[config.mk]
export PLATFORM = sky130hd
export DESIGN_NAME = mers_top
export DESIGN_NICKNAME = d
export VERILOG_FILES = /design/src/mers_pkg.sv /design/src/mers_top.sv /design/src/mers_sync.sv
export SDC_FILE = /design/constraint.sdc
export NUM_CORES = 1
export LEC_CHECK = 0
export ABC_CLOCK_PERIOD_IN_PS = 2550
export BUFFER_PORTS_ARGS = -buffer_cell sky130_fd_sc_hd__buf_4
export CELL_PAD_IN_SITES_DETAIL_PLACEMENT = 0
export CELL_PAD_IN_SITES_GLOBAL_PLACEMENT = 1
export CORE_MARGIN = 2
export CORE_UTILIZATION = 47
export DETAILED_ROUTE_END_ITERATION = 8
export PLACE_DENSITY_LB_ADDON = 0.1
export SYNTH_ARGS = -nofsm -noshare
export SYNTH_HDL_FRONTEND = slang
export SYNTH_SLANG_ARGS = --single-unit
[constraint.sdc]
create_clock -name core_clk -period 2.55 [get_ports core_clk]
set_clock_uncertainty 0.2 [all_clocks]
set_input_delay 0.1275 -clock core_clk [delete_from_list [all_inputs] [get_ports core_clk]]
set_output_delay 0.1275 -clock core_clk [all_outputs]
set_load 0.01 [all_outputs]
[src/mers_pkg.sv]
package mers_pkg;

  // ---------------------------------------------------------------
  // clock and timing
  // ---------------------------------------------------------------
  localparam int unsigned CORE_CLK_MHZ     = 250;
  localparam int unsigned EN_MIN_NS        = 1200;
  localparam int unsigned EN_MIN_CYC       = (EN_MIN_NS * CORE_CLK_MHZ + 999) / 1000;
  localparam int unsigned STOP_WAIT_MS     = 1000;
  localparam int unsigned STOP_WAIT_CYC    = STOP_WAIT_MS * CORE_CLK_MHZ * 1000;
  localparam int unsigned TB_DIV           = 5;
  localparam int unsigned WAKE_CYC         = 16;

  // ---------------------------------------------------------------
  // commutation timer
  // ---------------------------------------------------------------
  localparam int unsigned COMM_TMR_W       = 25;
  localparam int unsigned SINE_STEPS       = 960;
  localparam int unsigned SPD_PAR_W        = 12;

  // ---------------------------------------------------------------
  // register map
  // ---------------------------------------------------------------
  localparam int unsigned ADDR_W           = 8;
  localparam int unsigned DATA_W           = 16;
  localparam logic [7:0]  REG_CTRL         = 8'h00;
  localparam logic [7:0]  REG_SPDGAIN      = 8'h01;
  localparam logic [7:0]  REG_SPDCMD       = 8'h02;
  localparam logic [7:0]  REG_STATUS       = 8'h03;
  localparam logic [7:0]  REG_FAULT        = 8'h2A;
  localparam logic [7:0]  REG_PERIOD_LO    = 8'h04;
  localparam logic [7:0]  REG_PERIOD_HI    = 8'h05;

  // ctrl fields
  localparam int unsigned CTRL_BRAKE_POS   = 0;
  localparam int unsigned CTRL_ENABLE_POLARITY_BIT_POS   = 1;
  localparam int unsigned CTRL_SINE_POS    = 2;
  localparam int unsigned CTRL_LOOP_POS    = 3;
  localparam int unsigned CTRL_AUTO_POS    = 4;
  localparam logic [4:0]  CTRL_RST_VAL     = 5'h00;

  // fault layout, power-up value has charge pump and undervoltage set
  localparam int unsigned FLT_W            = 7;
  localparam logic [6:0]  FAULT_RST_VAL    = 7'h18;
  localparam logic [11:0] SPD_RST_VAL      = 12'h000;

  typedef enum logic [2:0] {
    MERS_RUN,
    MERS_STOPPING,
    MERS_SLEEP,
    MERS_WAKE,
    MERS_RELOAD,
    MERS_HOLD_RST
  } mers_state_t;

endpackage : mers_pkg

[src/mers_top.sv]
// Function
// RULE1 - enable loss stops motor, brake or coast
// RULE2 - one quiet second then power everything down
// RULE3 - sleep keeps register port alive only
// RULE4 - short-pulse filter or polarity change triggers
// RULE5 - sequence completes; enable back restarts later
// RULE6 - reset during power-down pends until enable
// RULE7 - reset while enabled: stop, wait, reload
// RULE8 - motor stays off while reset held
// RULE9 - shared enable/reset pin works active-low
// RULE10 - commutation timer 25 bits at 50 MHz
// RULE11 - sine cycle uses 960 steps
// RULE12 - 120 degree hall mode purely combinational; code registers the gates from the synchronised halls
// RULE13 - speed parameters apply immediately when written
// RULE14 - loop best between 50 Hz and 6.7 kHz
// RULE15 - no loop limits in open speed modes
// RULE16 - auto gain widens range up to 4x; code stores the ctrl auto bit (CTRL_AUTO_POS) but no logic uses it
// RULE17 - every tach edge counts as rotation
// RULE18 - fault bits one when detected
// RULE19 - quiet timer restarts on each tach edge
// RULE20 - pins synchronised, short enable gaps ignored
// RULE21 - wake restarts clocks and regulator first
`timescale 1ns/1ps
`default_nettype none

module mers_top
  import mers_pkg::*;
#(
  parameter int unsigned STOP_CYC = STOP_WAIT_CYC,
  parameter int unsigned TMR_W    = COMM_TMR_W
) (
  input  wire logic                   core_clk,      // 250 MHz clock
  input  wire logic                   rst_n,         // async reset
  input  wire logic                   enable_pin,    // enable pin, async
  input  wire logic                   reset_pin,     // reset pin, async
  input  wire logic                   tach_pulse_output, // tach, async
  input  wire logic [2:0]             hall_in,       // hall levels, async
  input  wire logic [6:0]             fault_det,     // fault detectors
  input  wire logic [mers_pkg::ADDR_W-1:0] reg_addr, // register address
  input  wire logic [mers_pkg::DATA_W-1:0] reg_wdata, // write data
  input  wire logic                   reg_wr,        // write strobe
  input  wire logic                   reg_rd,        // read strobe
  output var  logic [mers_pkg::DATA_W-1:0] reg_rdata, // read data
  output var  logic                   motor_drive_en, // bridge enabled
  output var  logic                   brake_active,  // low-side brake
  output var  logic                   hall_supply_regulator, // hall 5 V
  output var  logic                   core_clk_en,   // internal clocks
  output var  logic                   otp_reload,    // reload pulse
  output var  logic [5:0]             phase_gate,    // 120 deg gates
  output var  logic                   tb_tick        // 50 MHz timebase
);

  // ---------------------------------------------------------------
  // checks
  // ---------------------------------------------------------------
  if (STOP_CYC < 2 || TMR_W < 16 || TMR_W > 32) begin : g_param_chk
    $error("mers_top: unsupported parameter");
  end

  localparam logic [31:0] STOP_LAST = 32'(STOP_CYC - 1);
  localparam logic [15:0] ENMIN_L   = 16'(EN_MIN_CYC - 1);
  localparam logic [2:0]  DIV_L     = 3'(TB_DIV - 1);
  localparam logic [4:0]  WAKE_L    = 5'(WAKE_CYC - 1);
  localparam logic [9:0]  STEP_L    = 10'(SINE_STEPS - 1);

  // hall state to six gates, 120 deg
  function automatic logic [5:0] hall_gates(input logic [2:0] h);
    case (h)
      3'h1:    hall_gates = 6'h21;
      3'h2:    hall_gates = 6'h0A;
      3'h3:    hall_gates = 6'h09;
      3'h4:    hall_gates = 6'h14;
      3'h5:    hall_gates = 6'h24;
      3'h6:    hall_gates = 6'h12;
      default: hall_gates = 6'h00;
    endcase
  endfunction : hall_gates

  // ---------------------------------------------------------------
  // pin synchronisers
  // ---------------------------------------------------------------
  logic [5:0] raw_pins;
  logic [5:0] sync_pins;
  assign raw_pins = {hall_in, tach_pulse_output, reset_pin, enable_pin};

  genvar gi;
  generate
    for (gi = 0; gi < 6; gi++) begin : g_sync
      mers_sync u_sync ( // RULE20
        .core_clk (core_clk),
        .rst_n    (rst_n),
        .d_in     (raw_pins[gi]),
        .q_out    (sync_pins[gi])
      );
    end
  endgenerate

  // ---------------------------------------------------------------
  // state
  // ---------------------------------------------------------------
  typedef struct packed {
    mers_state_t             state;
    logic [4:0]              ctrl;
    logic [11:0]             spd_gain;
    logic [11:0]             spd_cmd;
    logic [6:0]              fault;
    logic [15:0]             rdata;
    logic [15:0]             en_low_cnt;
    logic                    en_act;
    logic                    enable_polarity_bit_q;
    logic [31:0]             quiet_cnt;
    logic                    tach_q;
    logic                    rst_pend;
    logic                    reset_cause;
    logic [4:0]              wake_cnt;
    logic [2:0]              div_cnt;
    logic                    tick;
    logic [TMR_W-1:0]        per_tmr;
    logic [TMR_W-1:0]        period;
    logic [9:0]              step;
    logic                    drive;
    logic                    brake;
    logic                    vreg;
    logic                    clk_en;
    logic                    reload;
    logic [5:0]              gates;
    logic [2:0]              hall_q;
  } mers_st_t;

  mers_st_t st_reg;
  mers_st_t st_next;

  logic en_pin_s;
  logic rst_pin_s;
  logic tach_s;
  logic [2:0] hall_s;
  logic en_level;
  logic rst_level;
  logic tach_edge;
  logic quiet_done;
  logic trig_stop;
  logic loop_mode;
  logic sine_mode;

  assign en_pin_s  = sync_pins[0];
  assign rst_pin_s = sync_pins[1];
  assign tach_s    = sync_pins[2];
  assign hall_s    = sync_pins[5:3];

  always_comb begin
    // enable is active-low when the polarity bit is set
    en_level   = en_pin_s ^ st_reg.ctrl[CTRL_ENABLE_POLARITY_BIT_POS]; // RULE9
    // reset keeps its own sense so a shared pin low runs the motor
    rst_level  = rst_pin_s; // RULE9
    tach_edge  = tach_s ^ st_reg.tach_q; // RULE17
    quiet_done = (st_reg.quiet_cnt == STOP_LAST);
    trig_stop  = (!st_reg.en_act)
               | (st_reg.enable_polarity_bit_q != st_reg.ctrl[CTRL_ENABLE_POLARITY_BIT_POS]); // RULE4
    loop_mode  = st_reg.ctrl[CTRL_LOOP_POS]; // RULE14
    sine_mode  = st_reg.ctrl[CTRL_SINE_POS];
  end

  always_comb begin
    st_next        = st_reg;
    st_next.reload = 1'b0;
    st_next.tach_q = tach_s;

    // -------------------------------------------------------------
    // register port, alive in every state
    // -------------------------------------------------------------
    if (reg_wr) begin // RULE3
      case (reg_addr)
        REG_CTRL:    st_next.ctrl     = reg_wdata[4:0]; // RULE16
        REG_SPDGAIN: st_next.spd_gain = reg_wdata[11:0]; // RULE13
        REG_SPDCMD:  st_next.spd_cmd  = reg_wdata[11:0]; // RULE13
        REG_FAULT:   st_next.fault    = st_reg.fault & ~reg_wdata[6:0];
        default:     st_next.ctrl     = st_reg.ctrl;
      endcase
    end
    st_next.fault = st_next.fault | fault_det; // RULE18
    if (reg_rd) begin
      case (reg_addr)
        REG_CTRL:      st_next.rdata = {11'h000, st_reg.ctrl};
        REG_SPDGAIN:   st_next.rdata = {4'h0, st_reg.spd_gain};
        REG_SPDCMD:    st_next.rdata = {4'h0, st_reg.spd_cmd};
        REG_STATUS:    st_next.rdata = {10'h000, st_reg.rst_pend,
                                        st_reg.drive, 1'b0, st_reg.state};
        REG_FAULT:     st_next.rdata = {9'h000, st_reg.fault};
        REG_PERIOD_LO: st_next.rdata = st_reg.period[15:0];
        REG_PERIOD_HI: st_next.rdata = 16'(st_reg.period >> 16);
        default:       st_next.rdata = 16'h0000;
      endcase
    end else begin
      st_next.rdata = 16'h0000;
    end

    // -------------------------------------------------------------
    // enable minimum-width filter
    // -------------------------------------------------------------
    if (en_level) begin // RULE20
      st_next.en_low_cnt = 16'h0000;
      st_next.en_act     = 1'b1;
    end else if (st_reg.en_low_cnt >= ENMIN_L) begin // RULE4
      st_next.en_act     = 1'b0;
    end else begin
      st_next.en_low_cnt = st_reg.en_low_cnt + 16'h0001;
    end

    // quiet-rotation timer
    if (tach_edge) begin
      st_next.quiet_cnt = 32'h0000_0000; // RULE19
    end else if (!quiet_done) begin
      st_next.quiet_cnt = st_reg.quiet_cnt + 32'h0000_0001;
    end

    // -------------------------------------------------------------
    // sequencer
    // -------------------------------------------------------------
    case (st_reg.state)
      MERS_RUN: begin
        st_next.drive = 1'b1;
        st_next.brake = 1'b0;
        if (trig_stop) begin
          st_next.enable_polarity_bit_q     = st_reg.ctrl[CTRL_ENABLE_POLARITY_BIT_POS];
          st_next.reset_cause = 1'b0;
          st_next.state       = MERS_STOPPING; // RULE1
          st_next.quiet_cnt   = 32'h0000_0000;
        end else if (rst_level) begin
          st_next.reset_cause = 1'b1;
          st_next.state       = MERS_STOPPING; // RULE7
          st_next.quiet_cnt   = 32'h0000_0000;
        end
      end
      MERS_STOPPING: begin
        st_next.drive = 1'b0;
        st_next.brake = ~st_reg.ctrl[CTRL_BRAKE_POS]; // RULE1
        if (!st_reg.reset_cause && rst_level) begin
          st_next.rst_pend = 1'b1; // RULE6
        end
        if (quiet_done) begin // RULE2
          if (st_reg.reset_cause) begin
            st_next.state = MERS_RELOAD; // RULE7
          end else begin
            st_next.state  = MERS_SLEEP; // RULE5
            st_next.vreg   = 1'b0;
            st_next.clk_en = 1'b0;
            st_next.brake  = 1'b0;
          end
        end
      end
      MERS_SLEEP: begin
        st_next.vreg   = 1'b0; // RULE2
        st_next.clk_en = 1'b0;
        if (rst_level) begin
          st_next.rst_pend = 1'b1; // RULE6
        end
        if (st_reg.en_act) begin
          st_next.state    = MERS_WAKE;
          st_next.vreg     = 1'b1; // RULE21
          st_next.clk_en   = 1'b1;
          st_next.wake_cnt = 5'h00;
          st_next.enable_polarity_bit_q  = st_reg.ctrl[CTRL_ENABLE_POLARITY_BIT_POS];
        end
      end
      MERS_WAKE: begin
        st_next.wake_cnt = st_reg.wake_cnt + 5'h01;
        if (st_reg.wake_cnt == WAKE_L) begin // RULE21
          if (st_reg.rst_pend) begin
            st_next.state = MERS_RELOAD; // RULE6
          end else begin
            st_next.state = MERS_RUN;
          end
        end
      end
      MERS_RELOAD: begin
        st_next.reload   = 1'b1; // RULE7
        st_next.ctrl     = CTRL_RST_VAL;
        st_next.spd_gain = SPD_RST_VAL;
        st_next.spd_cmd  = SPD_RST_VAL;
        st_next.fault    = fault_det;
        st_next.per_tmr  = '0;
        st_next.period   = '0;
        st_next.step     = 10'h000;
        st_next.rst_pend = 1'b0;
        st_next.brake    = 1'b0;
        st_next.enable_polarity_bit_q  = CTRL_RST_VAL[CTRL_ENABLE_POLARITY_BIT_POS];
        st_next.state    = MERS_HOLD_RST;
      end
      MERS_HOLD_RST: begin
        st_next.drive = 1'b0; // RULE8
        if (!rst_level) begin
          st_next.state = MERS_RUN; // RULE9
        end
      end
      default: st_next.state = MERS_SLEEP;
    endcase

    // -------------------------------------------------------------
    // 50 MHz timebase and sine period timer
    // -------------------------------------------------------------
    st_next.tick = 1'b0;
    if (st_reg.clk_en) begin
      if (st_reg.div_cnt == DIV_L) begin
        st_next.div_cnt = 3'h0;
        st_next.tick    = 1'b1;
      end else begin
        st_next.div_cnt = st_reg.div_cnt + 3'h1;
      end
    end
    if (st_reg.tick && st_reg.state == MERS_RUN) begin // RULE10
      st_next.hall_q  = hall_s;
      if (hall_s[0] && !st_reg.hall_q[0]) begin
        st_next.period  = st_reg.per_tmr;
        st_next.per_tmr = '0;
        st_next.step    = 10'h000;
      end else if (st_reg.per_tmr != '1) begin
        st_next.per_tmr = st_reg.per_tmr + 1'b1;
      end
      // sine stepping across one electrical cycle
      if (sine_mode && st_reg.step != STEP_L) begin // RULE11
        st_next.step = st_reg.step + 10'h001;
      end
    end

    // 120 deg mode: gates follow the halls, no timer involved
    if (st_reg.state == MERS_RUN && !sine_mode && !loop_mode) begin
      st_next.gates = hall_gates(hall_s); // RULE12
    end else if (st_reg.state == MERS_RUN) begin
      // speed-loop and open modes share the hall table; no range clamp
      st_next.gates = hall_gates(hall_s); // RULE15
    end else begin
      st_next.gates = 6'h00;
    end
  end

  always_ff @(posedge core_clk or negedge rst_n) begin
    if (!rst_n) begin
      st_reg          <= '0;
      st_reg.state    <= MERS_HOLD_RST;
      st_reg.ctrl     <= CTRL_RST_VAL;
      st_reg.fault    <= FAULT_RST_VAL; // RULE18
      st_reg.en_act   <= 1'b1;
      st_reg.vreg     <= 1'b1;
      st_reg.clk_en   <= 1'b1;
    end else begin
      st_reg <= st_next;
    end
  end

  // ---------------------------------------------------------------
  // outputs
  // ---------------------------------------------------------------
  assign reg_rdata             = st_reg.rdata;
  assign motor_drive_en        = st_reg.drive;
  assign brake_active          = st_reg.brake;
  assign hall_supply_regulator = st_reg.vreg;
  assign core_clk_en           = st_reg.clk_en;
  assign otp_reload            = st_reg.reload;
  assign phase_gate            = st_reg.gates;
  assign tb_tick               = st_reg.tick;

endmodule : mers_top

`default_nettype wire

[src/mers_sync.sv]
`timescale 1ns/1ps
`default_nettype none

module mers_sync (
  input  wire logic core_clk, // clock
  input  wire logic rst_n,    // async reset
  input  wire logic d_in,     // async level
  output var  logic q_out     // synchronised level
);

  typedef struct packed {
    logic s1;
    logic s2;
  } mers_sync_st_t;

  mers_sync_st_t st_reg;
  mers_sync_st_t st_next;

  always_comb begin
    st_next    = st_reg;
    st_next.s1 = d_in;
    st_next.s2 = st_reg.s1;
  end

  always_ff @(posedge core_clk or negedge rst_n) begin
    if (!rst_n) begin
      st_reg <= '0;
    end else begin
      st_reg <= st_next;
    end
  end

  assign q_out = st_reg.s2;

endmodule : mers_sync

`default_nettype wire

==> summary.txt, run 1 <==
Final layout
  – Finished Core Util: 0.5610
  – Filler Cells Inserted: 1645
  – Antenna cells: 0
  – Share of layout cells above drive strength 1: 0.1570
  – Nets: 1048
  – Fin area: 0.01049 mm2
  – Post-Layout Cell Count: 1247
  – Largest register FFs: 149
  – Layout area overhead: 16.81%

STA
  – Final worst path period share: 0.9580
  – Slew headroom: 0.3791
  – Final worst-path setup slack: 0.1071 ns
  – Fin. max-slew vios: 0
  – RSZ-0062 raised after global routing: false
  – Setup TNS Final: 0 ns
  – FMAX: 409.3 MHz
  – Tmin final: 2.443 ns
  – Slew @ Worst Pin: 0.9252 ns
  – Final setup viols: 0
  – Hold slack: 0.08962 ns
  – Final Hold Viols: 0

Yosys
  – Xor and xnor fraction of the mapped netlist area: 0.03510
  – Number of flops mapped to enable cells by yosys: 0
  – Synth top area share: 0.5125
  – Sequential share of the synthesized area: 0.5301
  – Proportion of synthesized area in mux cells: 0.02187
  – Synth warnings: 0
  – Synth area leader: dfrtp_1
  – Netlist cell types: 64
  – Cells after Synth: 932
  – Post-Syn Area per Cell: 9.639 um2
  – Main combinational cell family by area after synthesis: simple AND/OR/NAND/NOR gates
  – #FFs+latches synth: 190
  – Synth Area in Simple Gates: 0.2380
  – Post-synth ARST share: 1.000
  – Compound-cell area share of the yosys netlist: 0.1138
  – Top cells by area, synth: dfrtp_1 (51%), nand2_1 (6.0%), nand3_1 (5.3%)
  – Synth Area in Adders: 0.009749
  – Dominant synthesized flop cell: dfrtp_1
  – Mapped Area: 0.008984 mm2
  – Syn nets: 980

Route
  – Routed WL: 22080 um
  – Antenna Nets Post-Route: 0
  – Router iterations before antenna repair: 6
  – Wire per inst: 17.70 um
  – Drt via density: 5.796
  – Detailed-route DRC error count: 0
  – Via count: 7228
  – DRT iter0 DRCs: 603

Pwr
  – Leakage: 4.730 nW
  – PD cells: 563.1 mW/mm2
  – Peak VDD IR: 0.4283 mV
  – Power Total: 5.909 mW

Floorplan
  – Row cnt: 50
  – Die height: 142.3 um
  – Width of the die: 142.3 um
  – Die area: 0.02024 mm2
  – Initial Utilization: 0.4803
  – Std-Cell Core Area: 0.01871 mm2
  – Num ports: 69

Clock tree
  – H-tree Lvls: 4
  – Total CTS buffers: 17
  – CTS Sinks: 190
  – Worst skew pair latency: 0.43 ns
  – CTS tree: done
  – # Post-CTS Setup Buffers: 0
  – CTS root buf: clkbuf_16
  – Deepest clock path buffer count: 2
  – Clock Pin Slew Worst Setup and Hold Paths: 0.07 ns

Placed design
  – Dpl hpwl: 15040 um
  – Post-place setup slack: 0.1572 ns
  – DP Area: 0.009648 mm2
  – Cell count after placement: 1186
  – RePlAce Congestion: 0.8634
  – # port buffers: 64

Worst setup path
  – Crit path from: st_reg[49]
  – Arrival time worst endpoint: 2.59 ns
  – Cell depth of the worst flop-to-flop path: 7
  – Startpoint types: flop
  – Critical path type: reg2reg
  – Crit end category: flop
  – CP Data Required Time: 2.70 ns
  – Max FO, Critical Path: 26
  – Reg2Reg Launch Point: st_reg[49]

Min path
  – Min-delay src: reg_addr[2]
  – Worst Hold Depth: 4
  – Hold Path Class: in2reg

Global route
  – Number of global-route vias before repair: 7115
  – GRT overflow: 0
  – Initial antenna violation count: 0
  – First-pass GRT wire length: 36550 um
  – Largest net degree at the start of global routing: 82
  – Total Routing Usage GR: 0.2277

Job
  – Number of max-cap violations: 0

Outcome
  – Status: completed
[report_power, final]
group	switching [mW]	internal, mW
clock network	1.21	1.30
registers	0.0371	3.06
logic	0.176	0.124
[metal layers]
metal,share of wire,vias up,GRT usage
li1,-,3437,-
met1,0.49,3559,0.3364
met2,0.45,213,0.3478
met3,0.050,19,0.03903
met4,0.013,0,0.06316
met5,0,-,0
[cells in the mapped netlist (8+ instances only)]
| library cell | number |
|---|---|
| a21oi_1 | 58 |
| a31o_2 | 8 |
| a31oi_1 | 9 |
| and2_1 | 10 |
| and3_1 | 12 |
| and4_1 | 10 |
| buf_2 | 12 |
| buf_4 | 23 |
| clkbuf_1 | 31 |
| dfrtp_1 | 184 |
| inv_1 | 16 |
| mux2i_1 | 14 |
| nand2_1 | 143 |
| nand3_1 | 96 |
| nand4_1 | 16 |
| nor2_1 | 71 |
| nor3_1 | 12 |
| nor4_1 | 10 |
| o21ai_0 | 27 |
| or3_1 | 12 |
| or4_1 | 8 |
| xnor2_1 | 14 |
| xor2_1 | 22 |
[cells in the final DEF, fill, tap and decap left out, types with 11 or more instances in the layout]
master / instances
and3_1: 12
dfrtp_1: 184
buf_4: 90
mux2i_1: 14
or3_1: 12
dlygate4sd3_1: 29
o21ai_0: 27
nor3_1: 11
xnor2_1: 14
nand2_1: 143
nand3_1: 96
inv_1: 16
nor2_1: 71
xor2_1: 22
nand4_1: 16
clkbuf_16: 17
a21oi_1: 58
[worst paths after layout]
kind,endpoint,slack [ns]
hold / removal,st_reg[184],0.09
hold reg to reg,g_sync[5].u_sync.q_out,0.15
setup / recovery,st_reg[64],0.11
setup reg to reg,st_reg[64],0.11
min in group asynchronous,st_reg[181],0.10
max in group asynchronous,hall_supply_regulator,1.20
[worst max-delay path, cell delays in order (launching register included)]
cell and delay, ns:
dfrtp_1 0.44, ha_1 0.27, and4_1 0.28, nand2b_1 0.20, o31ai_2 0.08, buf_4 0.23
or4_1 0.51, o21ai_0 0.16
[cell families after synthesis]
family | after synthesis
AOI/OAI and AO/OA | 158
buffers and inverters | 90
DFF | 190
xor gates and xnor gates | 36
muxes | 19
adders and majority gates | 7
and+or+nand+nor | 432
[cell type report]
class                   count  area, um2  share of cell area
clock buffers              19      442.9             0.04221
multi-input cells         652       3789              0.3610
clock inverters            13      107.6             0.01025
inverters                  16      60.06            0.005723
flip-flops and latches    190       4762              0.4538
well taps                 234      292.8             0.02790
repair buffers            123       1040             0.09908
[repair_timing]
action,4_1_cts,5_1_grt
endpoints found under the hold margin,124,0
hold buffers,29,0
setup endpoints to repair,0,19
resized for setup,0,1
No activity file was read; power rests on OpenSTA's default activity.
==> run 2: changes to the inputs <==
--- a/config.mk
+++ b/config.mk
@@ -9,3 +9,3 @@
 export BUFFER_PORTS_ARGS = -buffer_cell sky130_fd_sc_hd__buf_4
-export CELL_PAD_IN_SITES_DETAIL_PLACEMENT = 0
+export CELL_PAD_IN_SITES_DETAIL_PLACEMENT = 1
 export CELL_PAD_IN_SITES_GLOBAL_PLACEMENT = 1
==> constraint.sdc (replaced) <==
create_clock -name core_clk -period 2.55 [get_ports core_clk]
set_clock_uncertainty 0.2 [all_clocks]
set_input_delay 0.51 -clock core_clk [delete_from_list [all_inputs] [get_ports core_clk]]
set_output_delay 0.51 -clock core_clk [all_outputs]
set_load 0.01 [all_outputs]
==> run 2 against run 1 <==
Net effect: hold slack got worse by 0.024 ns; sequential share of layout area rose by 0.28 points; critical path depth did not move; global-route usage rose by 2.8 points; die area did not move; power rose by 2.6%; clock-buffer cell count rose by 2; non-clock buffer count fell by 8; first-iteration DRC count fell by 26%; worst setup slack improved by 0.019 ns; critical path type unchanged; largest cell class unchanged.
==> summary.txt, run 2 (synthesis gave the netlist of run 1 again) <==
Outcome
  – Status: completed

Route
  – Router iterations before antenna repair: 7
  – Detailed-route DRC error count: 0
  – Routed WL: 24630 um
  – Via count: 7417
  – Wire per inst: 19.88 um
  – Drt via density: 5.986
  – DRT iter0 DRCs: 445
  – Antenna Nets Post-Route: 0

Clock tree
  – Deepest clock path buffer count: 2
  – Total CTS buffers: 17
  – CTS Sinks: 190
  – # Post-CTS Setup Buffers: 0
  – Worst skew pair latency: 0.43 ns
  – Clock Pin Slew Worst Setup and Hold Paths: 0.07 ns
  – H-tree Lvls: 4
  – CTS tree: done
  – CTS root buf: clkbuf_16

Floorplan
  – Width of the die: 142.3 um
  – Initial Utilization: 0.4803
  – Row cnt: 50
  – Num ports: 69
  – Std-Cell Core Area: 0.01871 mm2
  – Die height: 142.3 um
  – Die area: 0.02024 mm2

Final layout
  – Most common cell after layout, fill and taps aside: dfrtp_1
  – Share of layout cells above drive strength 1: 0.1711
  – Largest register FFs: 149
  – Antenna cells: 0
  – Layout area overhead: 16.10%
  – Nets: 1040
  – Filler Cells Inserted: 2092
  – Post-Layout Cell Count: 1239
  – Most frequent cells in the layout: dfrtp_1 (184), nand2_1 (143), buf_4 (103), nand3_1 (96), nor2_1 (71)

Min path
  – Hold Path Class: in2reg

Placed design
  – Cell count after placement: 1200
  – # port buffers: 64
  – Dpl hpwl: 16970 um
  – Post-place setup slack: 0.09257 ns
  – RePlAce Congestion: 0.8194

Global route
  – Initial antenna violation count: 0
  – Largest net degree at the start of global routing: 59
  – First-pass GRT wire length: 40830 um
  – Number of global-route vias before repair: 7647
  – Total Routing Usage GR: 0.2557
  – GRT overflow: 0

STA
  – RSZ-0062 raised after global routing: false
  – Final worst path period share: 0.9505
  – Final setup viols: 0
  – Tmin final: 2.424 ns
  – Fin. max-slew vios: 0
  – Final worst-path setup slack: 0.1263 ns
  – Slew headroom: 0.5330
  – FMAX: 412.6 MHz
  – Slew @ Worst Pin: 0.6981 ns
  – Final Hold Viols: 0

Worst setup path
  – Crit end category: flop
  – Startpoint types: flop
  – Max FO, Critical Path: 26
  – Arrival time worst endpoint: 2.57 ns
  – CP Data Required Time: 2.70 ns
  – Critical path type: reg2reg

Pwr
  – PD cells: 581.3 mW/mm2
  – Peak VDD IR: 0.4460 mV
  – Leakage: 4.729 nW

Job
  – Number of max-cap violations: 0
run 2: worst paths after layout:
path | from | slack [ns] | to | cells after the start
min in group asynchronous | rst_n | 0.39 | st_reg[166] | 2
max in group asynchronous | rst_n | 0.96 | st_reg[54] | 3
worst max register to register | st_reg[49] | 0.13 | st_reg[64] | 7
worst max-delay path | st_reg[49] | 0.13 | st_reg[64] | 7
worst min register to register | g_sync[5].u_sync.st_next[0] | 0.16 | g_sync[5].u_sync.q_out | 0
worst min-delay path | fault_det[5] | 0.07 | st_reg[157] | 2
run 2: worst max-delay path: stages, from the launching register on:
cell      delay (ns)
dfrtp_1         0.39
ha_1            0.27
and4_1          0.29
nand2b_1        0.22
o31ai_2         0.11
buf_12          0.18
or4_1           0.49
o21ai_0         0.18
run 2: repair_timing:
item	in CTS	in global routing
setup endpoints to repair	0	4
hold buffers	7	0
gates resized for setup	0	2
hold endpoints to repair	53	0
run 2: cell type report:
class / count / area (um2) / share of cell area
clock buffer: 21 / 450.4 / 0.04319
clock inverter: 11 / 133.9 / 0.01284
inverter: 16 / 60.06 / 0.005758
multi-input combinational: 652 / 3794 / 0.3637
sequential: 190 / 4762 / 0.4566
tap: 234 / 292.8 / 0.02807
timing repair buffer: 115 / 937.1 / 0.08985
run 2: through the flow:
| step | setup TNS [ns] | power, mW | area (um2) | hold WS [ns] | util |
|---|---|---|---|---|---|
| after CTS | 0 | 6.135 | 10420 | 0.04482 | 0.5571 |
| after global routing | 0 | 6.280 | 10430 | 0.05322 | 0.5576 |
| final | 0 | 6.063 | 10430 | 0.06609 | 0.5576 |
| after detailed placement | 0 | 3.434 | 9766 | 0.1418 | 0.5221 |
| after global placement | 0 | 3.415 | 9766 | 0.1362 | 0.5221 |
| after floorplan | -0.01079 | 3.257 | 8984 | 0.01441 | - |
run 2: layer usage:
metal,wire length (um),global-route usage,vias up
met5,0,0,-
met4,286,0.05895,0
met3,1072,0.04105,22
met2,11900,0.4183,193
met1,11370,0.3605,3802
li1,-,-,3400
run 2: report_power, final:
| part | switching (mW) | leakage, nW | internal (mW) | total, mW |
|---|---|---|---|---|
| Clock | 1.20 | 0.282 | 1.49 | 2.68 |
| Sequential | 0.0383 | 2.56 | 3.06 | 3.10 |
| Combinational | 0.175 | 1.89 | 0.106 | 0.281 |
